$ cat src/hw/dsq_pkg.sv
// Package: shared constants, modes and carriers for the delta-sigma sequencer
// Assumes: single 10 MHz clock domain, no register bus
package dsq_pkg;

	// Operating modes, selected on a plain port
	typedef enum logic [1:0]
	{
		DSQ_SINGLE = 2'b00,
		DSQ_MULTI  = 2'b01,
		DSQ_CONT   = 2'b10,
		DSQ_TURBO  = 2'b11
	} dsq_mode_e;

	// Sequencer states
	typedef enum logic [1:0]
	{
		DSQ_IDLE  = 2'b00,
		DSQ_PRIME = 2'b01,
		DSQ_RUN   = 2'b10,
		DSQ_HOLD  = 2'b11
	} dsq_state_e;

	// Result carrier
	typedef struct packed
	{
		logic [15:0] data;
		logic        last;
	} dsq_result_s;

	localparam int          DSQ_RES_W       = 16;
	localparam int          DSQ_PRIME_CONV  = 3;
	localparam int          DSQ_TAPS        = 4;
	localparam logic [1:0]  DSQ_PRIME_CNT_W = 2'h3;
	localparam logic [15:0] DSQ_RESULT_RST  = 16'h0000;
	localparam logic [3:0]  DSQ_RES_12      = 4'hc;
	localparam logic [3:0]  DSQ_RES_8       = 4'h8;
	localparam int          DSQ_FIFO_DEPTH  = 8;
	// Oversampling ratio in clocks per conversion, default for 12 bits
	localparam int          DSQ_OSR_12      = 52;
	localparam int          DSQ_OSR_8       = 26;

endpackage

$ cat src/hw/dsq_seq.sv
// Holds: delta-sigma ADC sequencer, decimator and result path
// Assumes: modulator bit stream synchronous to CLK, start pin asynchronous
`timescale 1ns/1ps
`default_nettype none
module dsq_seq #(
	parameter int OSR_HI = dsq_pkg::DSQ_OSR_12,
	parameter int OSR_LO = dsq_pkg::DSQ_OSR_8
)(
	// Clock and reset
	input  wire logic        CLK,
	input  wire logic        RST,
	// Control
	input  wire logic [1:0]  MODE,
	input  wire logic        LOW_RES,
	input  wire logic        START_BIT,
	input  wire logic        STOP,
	input  wire logic        SOC_PIN,
	// Modulator stream
	input  wire logic        MOD_BIT,
	// Result read side
	input  wire logic        RESULT_READ,
	output logic [15:0]      RESULT,
	output logic             RESULT_VALID,
	// Status
	output logic             EOC,
	output logic             DONE_STATUS,
	output logic             BUSY
);
	////////////////////////////////////////////////////////////////////////
	dsq_pkg::dsq_state_e st_q, st_d;
	dsq_pkg::dsq_mode_e  mode_q, mode_d;
	logic [1:0]  sync_q;
	logic        soc_old_q;
	logic        start_ev;
	logic [7:0]  tick_q, tick_d;
	logic [7:0]  acc_q [dsq_pkg::DSQ_TAPS];
	logic [7:0]  acc_d [dsq_pkg::DSQ_TAPS];
	logic [1:0]  prime_q, prime_d;
	logic        conv_end;
	logic [9:0]  sum;
	logic        push;
	logic        f_ready, f_valid;
	dsq_pkg::dsq_result_s f_in, f_out;
	logic        eoc_q, eoc_d;
	logic        busy_q;

	function automatic logic [7:0] osr_of(input logic low);
		osr_of = low ? 8'(OSR_LO) : 8'(OSR_HI);
	endfunction

	////////////////////////////////////////////////////////////////////////
	// Start sync and edge
	always_ff @(posedge CLK or posedge RST)
	begin
		if (RST)
		begin
			sync_q    <= 2'h0;
			soc_old_q <= 1'b0;
		end
		else
		begin
			sync_q    <= {sync_q[0], SOC_PIN};
			soc_old_q <= sync_q[1];
		end
	end

	// Start sources merged, pin may idle low
	assign start_ev = START_BIT || (sync_q[1] && !soc_old_q);

	////////////////////////////////////////////////////////////////////////
	// Sinc-like decimator, four staggered integrators
	// Conversion length picks resolution and rate
	always_comb
	begin
		tick_d   = tick_q;
		conv_end = 1'b0;
		for (int i = 0; i < dsq_pkg::DSQ_TAPS; i++)
			acc_d[i] = acc_q[i];
		if (st_q == dsq_pkg::DSQ_PRIME || st_q == dsq_pkg::DSQ_RUN)
		begin
			// Only the open window counts, closed ones stay frozen
			acc_d[dsq_pkg::DSQ_TAPS-1] = acc_q[dsq_pkg::DSQ_TAPS-1] + {7'h00, MOD_BIT};
			if (tick_q == osr_of(LOW_RES) - 8'h01)
			begin
				conv_end = 1'b1;
				tick_d   = 8'h00;
				// Oldest window drops, open one closes, fresh one opens
				for (int i = 0; i < dsq_pkg::DSQ_TAPS - 1; i++)
					acc_d[i] = acc_q[i+1];
				acc_d[dsq_pkg::DSQ_TAPS-2] = acc_q[dsq_pkg::DSQ_TAPS-1] + {7'h00, MOD_BIT};
				acc_d[dsq_pkg::DSQ_TAPS-1] = 8'h00;
				// Multi modes restart from empty windows
				if (st_q == dsq_pkg::DSQ_RUN && f_ready && mode_q != dsq_pkg::DSQ_SINGLE
					&& mode_q != dsq_pkg::DSQ_CONT)
					for (int i = 0; i < dsq_pkg::DSQ_TAPS; i++)
						acc_d[i] = 8'h00;
			end
			else
				tick_d = tick_q + 8'h01;
		end
		else
		begin
			tick_d = 8'h00;
			for (int i = 0; i < dsq_pkg::DSQ_TAPS; i++)
				acc_d[i] = 8'h00;
		end
	end

	// Three closed windows plus the one closing this cycle
	assign sum = {2'h0, acc_q[0]} + {2'h0, acc_q[1]} + {2'h0, acc_q[2]} + {2'h0, acc_q[3]}
		+ {9'h000, MOD_BIT};

	////////////////////////////////////////////////////////////////////////
	// Sequencer
	always_comb
	begin
		st_d    = st_q;
		mode_d  = mode_q;
		prime_d = prime_q;
		push    = 1'b0;
		unique case (st_q)
			dsq_pkg::DSQ_IDLE:
			begin
				if (start_ev)
				begin
					mode_d  = dsq_pkg::dsq_mode_e'(MODE);
					prime_d = 2'h0;
					st_d    = dsq_pkg::DSQ_PRIME;
				end
			end
			dsq_pkg::DSQ_PRIME:
			begin
				// Three priming conversions, also for continuous
				if (conv_end)
				begin
					prime_d = prime_q + 2'h1;
					if (prime_q == dsq_pkg::DSQ_PRIME_CNT_W - 2'h1)
						st_d = dsq_pkg::DSQ_RUN;
				end
			end
			dsq_pkg::DSQ_RUN:
			begin
				if (conv_end && f_ready)
				begin
					push = 1'b1;
					if (mode_q == dsq_pkg::DSQ_CONT)
						st_d = STOP ? dsq_pkg::DSQ_IDLE : dsq_pkg::DSQ_RUN;
					else if (mode_q == dsq_pkg::DSQ_SINGLE)
						st_d = dsq_pkg::DSQ_HOLD;
					else
					begin
						// Reset and re-prime; no new start
						prime_d = 2'h0;
						st_d    = STOP ? dsq_pkg::DSQ_IDLE : dsq_pkg::DSQ_PRIME;
					end
				end
			end
			dsq_pkg::DSQ_HOLD:
			begin
				// Standby once the single result is taken
				if (f_valid && RESULT_READ && f_out.last)
					st_d = dsq_pkg::DSQ_IDLE;
			end
		endcase
	end

	always_ff @(posedge CLK or posedge RST)
	begin
		if (RST)
		begin
			st_q    <= dsq_pkg::DSQ_IDLE;
			mode_q  <= dsq_pkg::DSQ_SINGLE;
			prime_q <= 2'h0;
			tick_q  <= 8'h00;
			for (int i = 0; i < dsq_pkg::DSQ_TAPS; i++)
				acc_q[i] <= 8'h00;
		end
		else
		begin
			st_q    <= st_d;
			mode_q  <= mode_d;
			prime_q <= prime_d;
			tick_q  <= tick_d;
			for (int i = 0; i < dsq_pkg::DSQ_TAPS; i++)
				acc_q[i] <= acc_d[i];
		end
	end

	////////////////////////////////////////////////////////////////////////
	// Results wait here; full FIFO stalls the sequencer
	assign f_in.data = {6'h00, sum};
	assign f_in.last = (mode_q == dsq_pkg::DSQ_SINGLE);

	dsq_fifo #(
		.WIDTH ($bits(dsq_pkg::dsq_result_s)),
		.DEPTH (dsq_pkg::DSQ_FIFO_DEPTH)
	) u_fifo (
		.clk       (CLK),
		.rst       (RST),
		.in_valid  (push),
		.in_ready  (f_ready),
		.in_data   (f_in),
		.out_valid (f_valid),
		.out_ready (RESULT_READ),
		.out_data  (f_out)
	);

	////////////////////////////////////////////////////////////////////////
	// Done held until read; raised for every pushed result, not for priming conversions
	always_comb
	begin
		eoc_d = f_valid && !(RESULT_READ && eoc_q);
		// Result still in flight to the output register counts as pending
		if (push || (eoc_q && !f_valid))
			eoc_d = 1'b1;
	end

	always_ff @(posedge CLK or posedge RST)
	begin
		if (RST)
		begin
			eoc_q  <= 1'b0;
			busy_q <= 1'b0;
			RESULT <= dsq_pkg::DSQ_RESULT_RST;
			RESULT_VALID <= 1'b0;
		end
		else
		begin
			eoc_q  <= eoc_d;
			busy_q <= (st_d != dsq_pkg::DSQ_IDLE);
			RESULT <= f_out.data;
			RESULT_VALID <= f_valid;
		end
	end

	assign EOC         = eoc_q;
	assign DONE_STATUS = eoc_q;
	assign BUSY        = busy_q;
endmodule
`default_nettype wire

$ cat src/hw/dsq_fifo.sv
// Holds: result FIFO with valid/ready on both sides
// Assumes: same clock on both sides, read data registered
`timescale 1ns/1ps
`default_nettype none
module dsq_fifo #(
	parameter int WIDTH = 17,
	parameter int DEPTH = 8
)(
	// Clock and reset
	input  wire logic             clk,
	input  wire logic             rst,
	// Fill side
	input  wire logic             in_valid,
	output logic                  in_ready,
	input  wire logic [WIDTH-1:0] in_data,
	// Drain side
	output logic                  out_valid,
	input  wire logic             out_ready,
	output logic      [WIDTH-1:0] out_data
);
	localparam int AW = $clog2(DEPTH);

	logic [WIDTH-1:0] mem_q [DEPTH];
	logic [AW:0]      wp_q, wp_d, rp_q, rp_d;
	logic             ov_q, ov_d;
	logic [WIDTH-1:0] od_q, od_d;
	logic             wr, rd, cnt_empty;

	always_comb
	begin
		cnt_empty = (wp_q == rp_q);
		in_ready  = !((wp_q[AW] != rp_q[AW]) && (wp_q[AW-1:0] == rp_q[AW-1:0]));
		wr        = in_valid && in_ready;
		// Output register refills when empty or taken
		rd        = !cnt_empty && (!ov_q || out_ready);
		wp_d      = wr ? wp_q + 1'b1 : wp_q;
		rp_d      = rd ? rp_q + 1'b1 : rp_q;
		ov_d      = rd ? 1'b1 : (out_ready ? 1'b0 : ov_q);
		od_d      = rd ? mem_q[rp_q[AW-1:0]] : od_q;
	end

	always_ff @(posedge clk)
	begin
		if (wr)
			mem_q[wp_q[AW-1:0]] <= in_data;
	end

	always_ff @(posedge clk or posedge rst)
	begin
		if (rst)
		begin
			wp_q <= '0;
			rp_q <= '0;
			ov_q <= 1'b0;
			od_q <= '0;
		end
		else
		begin
			wp_q <= wp_d;
			rp_q <= rp_d;
			ov_q <= ov_d;
			od_q <= od_d;
		end
	end

	assign out_valid = ov_q;
	assign out_data  = od_q;
endmodule
`default_nettype wire

$ cat config.mk
export PLATFORM = sky130hd
export DESIGN_NAME = dsq_seq
export DESIGN_NICKNAME = d
export VERILOG_FILES = /design/src/hw/dsq_pkg.sv /design/src/hw/dsq_seq.sv /design/src/hw/dsq_fifo.sv
export SDC_FILE = /design/constraint.sdc
export NUM_CORES = 1
export LEC_CHECK = 0
export BUFFER_PORTS_ARGS = -buffer_cell sky130_fd_sc_hd__buf_2
export CAP_MARGIN = 10
export CORE_ASPECT_RATIO = 1.25
export CORE_MARGIN = 2
export CORE_UTILIZATION = 50
export CTS_BUF_LIST = sky130_fd_sc_hd__clkbuf_4
export CTS_CLUSTER_SIZE = 25
export DETAILED_ROUTE_END_ITERATION = 10
export PLACE_DENSITY = 0.67
export SYNTH_ARGS = -nofsm -noshare
export SYNTH_HDL_FRONTEND = slang
export SYNTH_SLANG_ARGS = --single-unit
$ cat constraint.sdc
create_clock -name CLK -period 3.8 [get_ports CLK]
set_clock_uncertainty 0.2 [all_clocks]
set_input_delay 0.19 -clock CLK [delete_from_list [all_inputs] [get_ports CLK]]
set_output_delay 0.19 -clock CLK [all_outputs]
set_load 0.005 [all_outputs]
==> results.json <==
{
  "status": "complete, no violations",
  "dieWidth_um": 114,
  "crit_required_ns": 3.99,
  "antenna_found_initial": 0,
  "initial_utilization_pct": 50.6,
  "place_hpwl_um": 8590,
  "ys_seq_area_share_pct": 62.3,
  "io_pins": 30,
  "final_hold_viol_count": 0,
  "synth_edf_count": 88,
  "post_drt_via_cell_ratio": 5.39,
  "worst_ep_arrival_time_ns": 3.70,
  "fin_crit_sh_pct": 92.5,
  "grt_pass1_vias": 4222,
  "netlist_instances": 517,
  "power_density_nw_per_um2": 656,
  "min-delay-path-class": "input port to register",
  "synth_top_area_share_pct": 35.1,
  "slew_headroom_pct": 33.5,
  "clock_sinks": 170,
  "grtUsageTotal_pct": 17.7,
  "clkTransAtPathRegs_ns": 0.14,
  "drtIter0Drc": 246,
  "reg2reg_from": "acc_q[1]",
  "whs_ns": 0.0474,
  "path_max_fanout": 8,
  "holdPathStages": 6,
  "cts_tree": "done",
  "synth_area_leaders": "edfxtp_1 (35%), dfrtp_1 (27%), mux4_2 (6.6%)",
  "totalNegativeSetupSlack_ns": 0,
  "vias": 4077,
  "final_common_cell": "edfxtp_1",
  "detail_route.first_pass.iterations": 4,
  "portBuffers": 23,
  "finalCriticalPeriod_ns": 3.52,
  "clockBufferDepth": 2,
  "drive_above_1_share_pct": 19.7,
  "post_cts_buffers": 0,
  "overflow": 0,
  "drc": 0,
  "synthArstFlopShare_pct": 48.2,
  "die_y_um": 141,
  "routed_wl_um": 13000,
  "synth-main-ff-cell": "edfxtp_1",
  "syn-cell-area_um2": 7530,
  "grt_pass1_wl_um": 21500,
  "coreArea_um2": 14900,
  "syn_avg_cell_area_um2": 14.6,
  "maxSlewViolCount": 0,
  "ys_warn_count": 0,
  "ctsHtreeMaxLevel": 4,
  "final_cell_mix": "edfxtp_1 (88), dfrtp_1 (82), inv_1 (51), nand2_1 (25), nor2_1 (24)",
  "critPathKind": "register to register",
  "setup-violations-final": 0,
  "hp-start": "STOP",
  "clk_latency_ns": 0.57,
  "yosysTopAreaCell": "edfxtp_1",
  "synth_seq_cells": 170,
  "place.gp.congestion": 0.851,
  "reg2regPathDepth": 12,
  "grt_max_degree": 46,
  "syn2layout_area_growth_pct": 8.82,
  "p_leak_uw": 0.00328,
  "max_cap_violations": 0,
  "final_core_util_pct": 55.1,
  "ir_drop_mv": 0.329,
  "worst_pin_slew_ns": 0.995,
  "drt-wirelength-per-cell_um": 17.1,
  "ff2ff_setup_slack_ns": 0.28,
  "setup_slack_ns": 0.284,
  "dp_slack_ns": 0.187,
  "dieArea_um2": 16100,
  "end_kind": "register",
  "nets": 607,
  "critPathLaunchType": "register",
  "antenna-diode-count": 0,
  "total_power_uw": 5380,
  "cts_root_buffer": "clkbuf_4",
  "synth.distinct_cells": 58,
  "hold-path-endpoint": "st_q[0]",
  "numCtsBuffers": 17,
  "drtAntennaViolNets": 0,
  "rows": 50,
  "r2r-end": "u_fifo.mem_q[6][10]",
  "fmax_mhz": 284
}
-- metrics by stage --
stage	cells	cell area, um2
5_1_grt	756	8200
2_1_floorplan	522	7550
4_1_cts	756	8200
6_report	756	8200
3_5_place_dp	715	7860
3_3_place_gp	715	7860
-- layout make-up --
cell class / instances / area, um2
well taps: 182 / 228
inverters: 52 / 196
multi-input cells: 274 / 2520
fillers: 1224 / 6690
repair buffers: 46 / 310
clock inverters: 13 / 103
flip-flops and latches: 170 / 4690
clock buffers: 19 / 143
-- repair_timing --
action,in CTS,in global routing
hold endpoints to repair,55,0
setup endpoints to repair,0,8
resized for setup,0,1
hold buffers,9,0
-- flip-flops by register name, indices dropped and copies added, names as in the netlist --
register          cells
BUSY                  1
DONE_STATUS           1
RESULT               10
RESULT_VALID          1
acc_q                32
mode_q                2
prime_q               2
soc_old_q             1
st_q                  2
sync_q                2
tick_q                8
u_fifo.mem_q         88
u_fifo.out_data      11
u_fifo.out_valid      1
u_fifo.rp_q           4
u_fifo.wp_q           4
-- critical path: stages, from the launching register on --
cell and delay [ns]:
dfrtp_1 0.41, inv_1 0.07, fa_1 0.56, fa_1 0.42, inv_1 0.07, ha_1 0.16
inv_1 0.05, fa_1 0.40, nor2b_1 0.12, o21ai_0 0.10, a21boi_0 0.30, o31a_1 0.21
o22a_1 0.27
-- kinds of logic after synthesis --
logic type               Yosys count  share of synthesized area [%]
flip-flops                       170                           62.3
AND/OR/NAND/NOR                   97                           7.16
AO/OA/AOI/OAI                     70                           6.04
XOR/XNOR                          26                           3.12
adder cells (fa/ha/maj)           36                           7.67
buffers and inverters             78                           4.73
multiplexers                      39                           8.92
other                              1                         0.0498
-- synth_stat cells, drive strengths merged, types with 2 or more instances --
master and instances:
inv 52, ha 19, mux4 22, fa 17, o31a 2, edfxtp 88
o21bai 2, and3 6, and4bb 2, nor4b 4, mux2i 12, dfrtp 82
a21oi 7, o21a 3, nor4 2, nand2 25, a22o 5, o211ai 2
nor2b 7, nand3 11, mux2 5, buf 18, nor3 6, nor2 24
o31ai 2, nor3b 3, xor2 14, clkbuf 8, or2 2, xnor2 12
o22ai 17, nand2b 2, o21ai 22
-- routing by layer --
metal  share of wire [%]  global-route usage (%)  vias up
met5                   0                       0        -
met4                 1.4                    5.20        0
met3                 3.1                    5.03       19
met2                  51                    29.6       69
met1                  45                    22.6     2064
li1                    -                       -     1925
-- worst max path at each step --
stage,slack (ns),from,endpoint,cells after the start
after detailed placement,0.19,acc_q[1],u_fifo.mem_q[7][8],12
after global placement,0.33,acc_q[1],u_fifo.mem_q[0][8],12
after floorplan,0.50,acc_q[1],u_fifo.mem_q[0][8],12
after global routing,-0.001,acc_q[1],u_fifo.mem_q[3][8],12
after CTS,0.17,acc_q[1],u_fifo.mem_q[3][8],12
final,0.28,acc_q[1],u_fifo.mem_q[6][10],12
-- power breakdown --
part	switching [uW]	leakage [uW]	internal, uW
logic	1040	0.00135	791
clock network	606	0.000121	329
registers	175	0.00181	2440
total	1830	0.00328	3560
Note: power is estimated with default switching activity, not from simulation.
